**config.mk**
```make
export PLATFORM = sky130hd
export DESIGN_NAME = flash_host_ctrl
export DESIGN_NICKNAME = d
export VERILOG_FILES = /design/src/hdl/flash_host_pkg.sv /design/src/hdl/flash_host_ctrl.sv
export SDC_FILE = /design/constraint.sdc
export NUM_CORES = 1
export LEC_CHECK = 0
export ABC_AREA = 0
export ABC_CLOCK_PERIOD_IN_PS = 3900
export BUFFER_PORTS_ARGS = -buffer_cell sky130_fd_sc_hd__clkbuf_2
export CORE_MARGIN = 2
export CORE_UTILIZATION = 30
export CTS_BUF_LIST = sky130_fd_sc_hd__clkbuf_8
export DETAILED_ROUTE_END_ITERATION = 8
export SLEW_MARGIN = 20
export SYNTH_ARGS = -nofsm -noshare
export SYNTH_HDL_FRONTEND = slang
export SYNTH_SLANG_ARGS = --single-unit
export TNS_END_PERCENT = 100
```
**constraint.sdc**
```tcl
create_clock -name sys_clk_i -period 3.9 [get_ports sys_clk_i]
set_input_delay 0.585 -clock sys_clk_i [delete_from_list [all_inputs] [get_ports sys_clk_i]]
set_output_delay 0.585 -clock sys_clk_i [all_outputs]
set_load 0.01 [all_outputs]
```
**src/hdl/flash_host_pkg.sv**
```systemverilog
// Constants, operation codes and pin bundles of the parallel flash host controller
package flash_host_pkg;
	// ----------------------------------------------------------------
	// Widths and clock
	// ----------------------------------------------------------------
	localparam int ADDR_W = 21;
	localparam int DATA_W = 8;
	localparam int CNT_W = 16;
	localparam int CLK_PERIOD_NS = 20;
	localparam int SYNC_STAGES = 2;

	// Whole cycles covering a time, never below one
	function automatic int cyc_up(input int ns);
		int c;
		c = (ns + CLK_PERIOD_NS - 1) / CLK_PERIOD_NS;
		return (c < 1) ? 1 : c;
	endfunction : cyc_up

	// ----------------------------------------------------------------
	// Timing in ns and derived cycle counts
	// ----------------------------------------------------------------
	localparam int SELECT_ACCESS_NS = 120;
	localparam int RESET_PULSE_MIN_NS = 500;
	localparam int RESET_RELEASE_NS = 50;
	localparam int RESET_COMPLETE_NS = 20000;
	localparam int WRITE_PULSE_NS = 50;
	localparam int WRITE_RECOVER_NS = 30;
	localparam int SELECT_ACCESS_CYC = cyc_up(SELECT_ACCESS_NS);
	localparam int READ_WAIT_CYC = SELECT_ACCESS_CYC + SYNC_STAGES;
	localparam int RESET_PULSE_CYC = cyc_up(RESET_PULSE_MIN_NS);
	localparam int RESET_RELEASE_CYC = cyc_up(RESET_RELEASE_NS);
	localparam int RESET_COMPLETE_CYC = cyc_up(RESET_COMPLETE_NS);
	localparam int WRITE_PULSE_CYC = cyc_up(WRITE_PULSE_NS);
	localparam int WRITE_RECOVER_CYC = cyc_up(WRITE_RECOVER_NS);

	// ----------------------------------------------------------------
	// Field positions
	// ----------------------------------------------------------------
	localparam int PROT_SEL_BIT = 6;
	localparam int PROT_A1_BIT = 1;
	localparam int PROT_A0_BIT = 0;
	localparam int STATUS_TOGGLE_BIT = 6;

	typedef enum logic [2:0] {
		OP_READ = 3'h0,
		OP_WRITE = 3'h1,
		OP_RESTART = 3'h2,
		OP_PROTECT = 3'h3,
		OP_UNPROTECT = 3'h4,
		OP_TEMP_WRITE = 3'h5,
		OP_POLL = 3'h6
	} op_t;

	typedef struct packed {
		op_t op;
		logic [ADDR_W-1:0] addr;
		logic [DATA_W-1:0] data;
	} req_t;

	typedef struct packed {
		logic chip_select_n;
		logic output_gate_n;
		logic write_strobe_n;
		logic hard_restart_n;
		logic high_voltage_level;
	} pins_t;

	localparam pins_t PINS_IDLE = 5'h1e;
endpackage : flash_host_pkg

```
**src/hdl/flash_host_ctrl.sv**
```systemverilog
// Host-side pin sequencer for an asynchronous byte-wide parallel flash
// Functional notes
// - Read: select and output gate low, write strobe high; sample data
// - Write: select and write strobe low, output gate high; device latches address/data
// - In short program mode a byte program takes two writes, not four
// - Read from standby is valid only after full select access time
// - Host should reissue a program or erase interrupted by restart
// - Idle restart completes sooner; read only after release-to-read time
// - Protect/unprotect: high voltage, select low, strobe low, A6 choice, A1 high, A0 low
`timescale 1ns/10ps
module flash_host_ctrl #(
	parameter int ADDR_W = flash_host_pkg::ADDR_W,
	parameter int DATA_W = flash_host_pkg::DATA_W
) (
	input wire logic sys_clk_i, // 50 MHz clock
	input wire logic rst_i, // Synchronous reset, active high
	input wire logic req_valid_i, // Request offered
	input wire flash_host_pkg::req_t req_i, // Operation, address, data
	output logic req_ready_o, // Controller idle, request taken
	output logic done_o, // One-cycle completion pulse
	output logic [DATA_W-1:0] rdata_o, // Last byte read
	output logic interrupted_o, // Pulse: restart hit a busy device
	output logic timeout_o, // Pulse: device stayed busy after restart
	output logic [ADDR_W-1:0] address_lines_o, // Flash address pins
	output flash_host_pkg::pins_t ctrl_o, // Flash control pins
	input wire logic [DATA_W-1:0] data_lines_i, // Flash data pins in
	output logic [DATA_W-1:0] data_lines_o, // Flash data pins out
	output logic data_lines_oe_o, // High while host drives data
	input wire logic ready_busy_n_i // Flash ready/busy pin
);
	// ----------------------------------------------------------------
	// Checks and types
	// ----------------------------------------------------------------
	if (ADDR_W != flash_host_pkg::ADDR_W || DATA_W != flash_host_pkg::DATA_W)
	begin : g_width_check
		$error("flash_host_ctrl: widths must match package bundle");
	end

	typedef enum logic [2:0] {
		ST_IDLE = 3'h0,
		ST_READ = 3'h1,
		ST_GAP = 3'h2,
		ST_WRITE = 3'h3,
		ST_WREC = 3'h4,
		ST_RST_LOW = 3'h5,
		ST_RST_WAIT = 3'h6,
		ST_RST_REL = 3'h7
	} state_t;

	function automatic flash_host_pkg::pins_t pins_of(input state_t st, input flash_host_pkg::op_t op);
		flash_host_pkg::pins_t p;
		p = flash_host_pkg::PINS_IDLE;
		case (st)
			ST_READ: {p.chip_select_n, p.output_gate_n} = 2'h0;
			ST_GAP: p.chip_select_n = 1'b0;
			ST_WRITE: {p.chip_select_n, p.write_strobe_n} = 2'h0;
			ST_WREC: p.chip_select_n = 1'b0;
			ST_RST_LOW: p.hard_restart_n = 1'b0;
			default: p = flash_host_pkg::PINS_IDLE;
		endcase
		if ((st == ST_WRITE || st == ST_WREC) && (op == flash_host_pkg::OP_PROTECT ||
			op == flash_host_pkg::OP_UNPROTECT || op == flash_host_pkg::OP_TEMP_WRITE))
			p.high_voltage_level = 1'b1;
		return p;
	endfunction : pins_of

	// ----------------------------------------------------------------
	// Input synchronisers
	// ----------------------------------------------------------------
	logic rb_meta_reg, rb_sync_reg;
	logic [DATA_W-1:0] data_meta_reg, data_sync_reg;

	always_ff @(posedge sys_clk_i)
	begin
		{rb_sync_reg, rb_meta_reg} <= {rb_meta_reg, ready_busy_n_i};
		{data_sync_reg, data_meta_reg} <= {data_meta_reg, data_lines_i};
	end

	// ----------------------------------------------------------------
	// Sequencer
	// ----------------------------------------------------------------
	state_t st_reg, st_next;
	logic [flash_host_pkg::CNT_W-1:0] cnt_reg, cnt_next;
	flash_host_pkg::req_t req_reg, req_next;
	logic first_reg, first_next;
	logic ready_next, done_next, intr_next, tmo_next, oe_next;
	logic [DATA_W-1:0] rdata_next;
	logic [ADDR_W-1:0] addr_next;
	flash_host_pkg::pins_t pins_next;

	always_comb
	begin
		st_next = st_reg;
		cnt_next = (cnt_reg == '0) ? '0 : cnt_reg - 1'b1;
		req_next = req_reg;
		first_next = first_reg;
		{done_next, intr_next, tmo_next} = 3'h0;
		rdata_next = rdata_o;
		case (st_reg)
			ST_IDLE:
			if (req_valid_i && req_ready_o)
			begin
				req_next = req_i;
				first_next = 1'b1;
				case (req_i.op)
					flash_host_pkg::OP_RESTART:
					begin
						st_next = ST_RST_LOW;
						cnt_next = flash_host_pkg::CNT_W'(flash_host_pkg::RESET_PULSE_CYC - 1);
						intr_next = !rb_sync_reg;
					end
					flash_host_pkg::OP_READ, flash_host_pkg::OP_POLL:
					begin
						st_next = ST_READ;
						cnt_next = flash_host_pkg::CNT_W'(flash_host_pkg::READ_WAIT_CYC);
					end
					default:
					begin
						st_next = ST_WRITE;
						cnt_next = flash_host_pkg::CNT_W'(flash_host_pkg::WRITE_PULSE_CYC - 1);
						if (req_i.op == flash_host_pkg::OP_PROTECT || req_i.op == flash_host_pkg::OP_UNPROTECT)
						begin
							req_next.addr[flash_host_pkg::PROT_SEL_BIT] =
								(req_i.op == flash_host_pkg::OP_UNPROTECT);
							req_next.addr[flash_host_pkg::PROT_A1_BIT] = 1'b1;
							req_next.addr[flash_host_pkg::PROT_A0_BIT] = 1'b0;
						end
					end
				endcase
			end
			ST_READ:
			if (cnt_reg == '0)
			begin
				rdata_next = data_sync_reg;
				first_next = 1'b0;
				if (req_reg.op == flash_host_pkg::OP_POLL && (first_reg ||
					data_sync_reg[flash_host_pkg::STATUS_TOGGLE_BIT] !=
					rdata_o[flash_host_pkg::STATUS_TOGGLE_BIT]))
					st_next = ST_GAP;
				else
				begin
					st_next = ST_IDLE;
					done_next = 1'b1;
				end
			end
			ST_GAP:
			begin
				st_next = ST_READ;
				cnt_next = flash_host_pkg::CNT_W'(flash_host_pkg::READ_WAIT_CYC);
			end
			ST_WRITE:
			if (cnt_reg == '0)
			begin
				st_next = ST_WREC;
				cnt_next = flash_host_pkg::CNT_W'(flash_host_pkg::WRITE_RECOVER_CYC - 1);
			end
			ST_RST_LOW:
			if (cnt_reg == '0)
			begin
				st_next = ST_RST_WAIT;
				cnt_next = flash_host_pkg::CNT_W'(flash_host_pkg::RESET_COMPLETE_CYC - 1);
			end
			ST_RST_WAIT:
			if (rb_sync_reg || cnt_reg == '0)
			begin
				st_next = ST_RST_REL;
				tmo_next = !rb_sync_reg;
				cnt_next = flash_host_pkg::CNT_W'(flash_host_pkg::RESET_RELEASE_CYC - 1);
			end
			ST_WREC, ST_RST_REL:
			if (cnt_reg == '0)
			begin
				st_next = ST_IDLE;
				done_next = 1'b1;
			end
			default: st_next = ST_IDLE;
		endcase
		ready_next = (st_next == ST_IDLE);
		pins_next = pins_of(st_next, req_next.op);
		oe_next = (st_next == ST_WRITE || st_next == ST_WREC);
		// Address held between accesses so the device can sleep
		addr_next = (st_next == ST_IDLE || st_next == ST_RST_LOW) ? address_lines_o : req_next.addr;
	end

	always_ff @(posedge sys_clk_i)
	begin
		if (rst_i)
		begin
			st_reg <= ST_IDLE;
			{cnt_reg, req_reg, first_reg, done_o, interrupted_o, timeout_o} <= '0;
			{rdata_o, address_lines_o, data_lines_o, data_lines_oe_o} <= '0;
			req_ready_o <= 1'b1;
			ctrl_o <= flash_host_pkg::PINS_IDLE;
		end
		else
		begin
			st_reg <= st_next;
			cnt_reg <= cnt_next;
			req_reg <= req_next;
			first_reg <= first_next;
			req_ready_o <= ready_next;
			{done_o, interrupted_o, timeout_o} <= {done_next, intr_next, tmo_next};
			rdata_o <= rdata_next;
			address_lines_o <= addr_next;
			ctrl_o <= pins_next;
			data_lines_o <= req_next.data;
			data_lines_oe_o <= oe_next;
		end
	end

	// ----------------------------------------------------------------
	// Assertions
	// ----------------------------------------------------------------
	logic [flash_host_pkg::CNT_W-1:0] acc_cnt_reg, acc_cnt_next, rlow_cnt_reg, rlow_cnt_next;
	logic [flash_host_pkg::CNT_W-1:0] rel_cnt_reg, rel_cnt_next;

	always_comb
	begin
		acc_cnt_next = (!ctrl_o.chip_select_n && !ctrl_o.output_gate_n) ? acc_cnt_reg + 1'b1 : '0;
		rlow_cnt_next = !ctrl_o.hard_restart_n ? rlow_cnt_reg + 1'b1 : '0;
		rel_cnt_next = !ctrl_o.hard_restart_n ? '0 : (&rel_cnt_reg ? rel_cnt_reg : rel_cnt_reg + 1'b1);
	end

	always_ff @(posedge sys_clk_i)
	begin
		if (rst_i)
		begin
			{acc_cnt_reg, rlow_cnt_reg} <= '0;
			rel_cnt_reg <= '1;
		end
		else
		begin
			{acc_cnt_reg, rlow_cnt_reg, rel_cnt_reg} <= {acc_cnt_next, rlow_cnt_next, rel_cnt_next};
		end
	end
endmodule : flash_host_ctrl

```
==> results.sh <==
export IMPL_hold_ws_ns=0.3106
export IMPL_io_buffers=90
export IMPL_clk_path_buf_depth=2
export IMPL_hpwl_um=6629
export IMPL_via_per_inst=4.606
export IMPL_ff2ff_path_depth=9
export IMPL_async_flop_share_pct=0
export IMPL_drt_initial_drc_count=147
export IMPL_setup_violations=0
export IMPL_crit_path_end="address_lines_o[0]$_SDFFE_PP0N_"
export IMPL_die_h_um=123.4
export IMPL_tightest_slew_ns=1.013
export IMPL_period_share_pct=77.26
export IMPL_nNetsFinal=574
export IMPL_cts_buffers=9
export IMPL_area_growth_syn_to_layout_pct=17.82
export IMPL_cp_required_ns=4.17
export IMPL_drive_above_1_share_pct=26.64
export IMPL_routedWlPerCell_um=13.17
export IMPL_synth_flop_cell="dfxtp_1"
export IMPL_synth_seq_area_share_pct=51.04
export IMPL_fillerInstances=1437
export IMPL_htreeDepth=3
export IMPL_grtUsageTotal_pct=12.84
export IMPL_synth_edf_count=0
export IMPL_multiInputGateArea_sq_um=1919
export IMPL_postRouteAntennaNets=0
export IMPL_drt_total_wl_um=9387
export IMPL_yosys_area_top_type_share_pct=51.04
export IMPL_grt_pass1_vias=3229
export IMPL_antenna_found_initial=0
export IMPL_ys_seq_elements=109
export IMPL_synth_area_leaders="dfxtp_1 51%, mux2_4 7.0%, nand2_1 6.8%, a21oi_1 5.3%, nor2_1 3.4%"
export IMPL_num_antenna_cells=0
export IMPL_clock_skew_ns=0.01258
export IMPL_rsz0062_at_grt="false"
export IMPL_rows=43
export IMPL_die_area_sq_um=15220
export IMPL_cts_tree="yes"
export IMPL_clkSinkCount=109
export IMPL_outcome="complete, no violations"
export IMPL_power_density_nw_per_um2=771.0
export IMPL_slew_viol_final=0
export IMPL_cts_repair_resized=0
export IMPL_seq_area_sq_um=2182
export IMPL_netlist_area_sq_um=4275
export IMPL_fmaxAchievable_mhz=331.9
export IMPL_yosysWarnings=0
export IMPL_hold_viol_final=0
export IMPL_yosysTopAreaCell="dfxtp_1"
export IMPL_peakVddDrop_mv=0.3295
export IMPL_die_w_um=123.4
export IMPL_setup_tns_ns=0
export IMPL_gr_total_overflow=0
export IMPL_clk_pin_slew_worst_paths_ns=0.10
export IMPL_netlist_instances=451
export IMPL_rr_endpoint="address_lines_o[0]$_SDFFE_PP0N_"
export IMPL_syn_mean_instance_area_sq_um=9.480
export IMPL_clockRootBuffer="clkbuf_8"
export IMPL_relSlewSlack_pct=32.47
export IMPL_worstSetupPathType="register to register"
export IMPL_setup_worst_path_end_class="register"
export IMPL_startpoint="cnt_reg[0]$_SDFF_PP0_"
export IMPL_largest_reg_flops=32
export IMPL_min_period_ns=3.013
export IMPL_cts_hold_buf=0
export IMPL_synth_cell_types=51
export IMPL_critical_path_arrival_ns=3.28
export IMPL_vias=3284
export IMPL_synth_nets=497
export IMPL_critPathMaxFanout=21
export IMPL_dr_pass1_iters=4
export IMPL_hold_path_class="input port to register"
export IMPL_design_core_area_sq_um=13880
export IMPL_cp_start_kind="register"
export IMPL_reg2reg_slack_ns=0.89
export IMPL_start_util_pct=30.80
export IMPL_io_pins=91
export IMPL_post_cts_buffers=0
export IMPL_timing_rr_start="cnt_reg[0]$_SDFF_PP0_"
export IMPL_maxCapViolations=0
export IMPL_grt_max_degree=56
export IMPL_clk_latency_ns=0.38
export IMPL_p_leak_nw=2.142
export IMPL_drc=0
export IMPL_grt_pass1_wl_um=15430
export IMPL_gp_congestion=0.8527
## power breakdown
part	switching (mW)	leakage [nW]	internal [mW]
logic	0.924	1.15	0.739
clock network	0.372	0.101	0.294
registers	0.190	0.895	1.37
total	1.49	2.14	2.40
## critical path, stage by stage (launching register included)
cell and delay, ns:
dfxtp_1 0.33, inv_1 0.08, ha_1 0.17, or4b_4 0.49, nor4_4 0.43, mux2i_1 0.33
a21oi_1 0.15, o21ai_4 0.16, buf_4 0.38, mux2_2 0.38
## placed cells by master, fill, tap and decap left out, drive strengths merged, types with 6 or more instances in the layout
cell type,n
xnor2,6
dfxtp,109
mux2,21
xor2,9
nor2b,23
a21oi,45
nand2,78
clkbuf,98
mux2i,11
inv,9
buf,7
nor3,11
nor2,39
## Yosys cell counts, types with 5 or more instances
library cell / count
mux2i_1: 11
nand2_1: 78
clkbuf_1: 18
mux2_4: 20
nand3_1: 5
buf_4: 8
xor2_1: 9
nor2_1: 39
dfxtp_1: 109
nor3_1: 11
a21oi_1: 45
nor2b_1: 23
xnor2_1: 6
inv_1: 7
## metrics by stage
step | total power, mW | instance area [sq um] | worst slack [ns] | cells | util, %
global placement | 3.207 | 4848 | 0.9876 | 697 | 34.93
global route | 4.182 | 5037 | 0.6917 | 713 | 36.29
CTS | 3.924 | 5037 | 0.8932 | 713 | 36.29
finish | 3.884 | 5037 | 0.8870 | 713 | 36.29
detailed placement | 3.245 | 4848 | 0.8944 | 697 | 34.93
floorplan | 2.838 | 4275 | 1.355 | 451 | -
## area by class of cell
| type | count | share of cell area (%) |
|---|---|---|
| sequential | 109 | 43.32 |
| multi-input combinational | 305 | 38.10 |
| clock buffer | 9 | 2.459 |
| clock inverter | 7 | 1.292 |
| tap | 180 | 4.471 |
| inverter | 7 | 0.5216 |
| timing repair buffer | 96 | 9.836 |
## how the worst min path moves through the flow
stage                              from                  endpoint  depth (start not counted)
3_3_place_gp   data_meta_reg[2]$_DFF_P_  data_sync_reg[2]$_DFF_P_                          0
5_1_grt                 data_lines_i[5]  data_meta_reg[5]$_DFF_P_                          1
2_1_floorplan  data_meta_reg[0]$_DFF_P_  data_sync_reg[0]$_DFF_P_                          0
6_report                data_lines_i[5]  data_meta_reg[5]$_DFF_P_                          1
4_1_cts                 data_lines_i[5]  data_meta_reg[5]$_DFF_P_                          1
3_5_place_dp   data_meta_reg[1]$_DFF_P_  data_sync_reg[1]$_DFF_P_                          0
## kinds of logic (layout without fill, tap and decap cells)
group | Yosys count | in the layout | share of synthesized area [%]
flip-flops | 109 | 109 | 51.04
adder cells (fa/ha/maj) | 2 | 2 | 0.5852
AO/OA/AOI/OAI | 68 | 68 | 9.746
XOR/XNOR | 15 | 15 | 3.073
multiplexers | 32 | 32 | 9.863
AND/OR/NAND/NOR | 188 | 188 | 21.33
buffers and inverters | 37 | 119 | 4.361
## routing by layer
layer	GRT usage, %	vias up	share of wire [%]
li1	-	1667	-
met1	15.99	1538	45
met2	21.26	65	49
met3	2.906	14	4.3
met4	5.469	0	1.8
met5	0	-	0
Power figures use the tool's default switching activity.
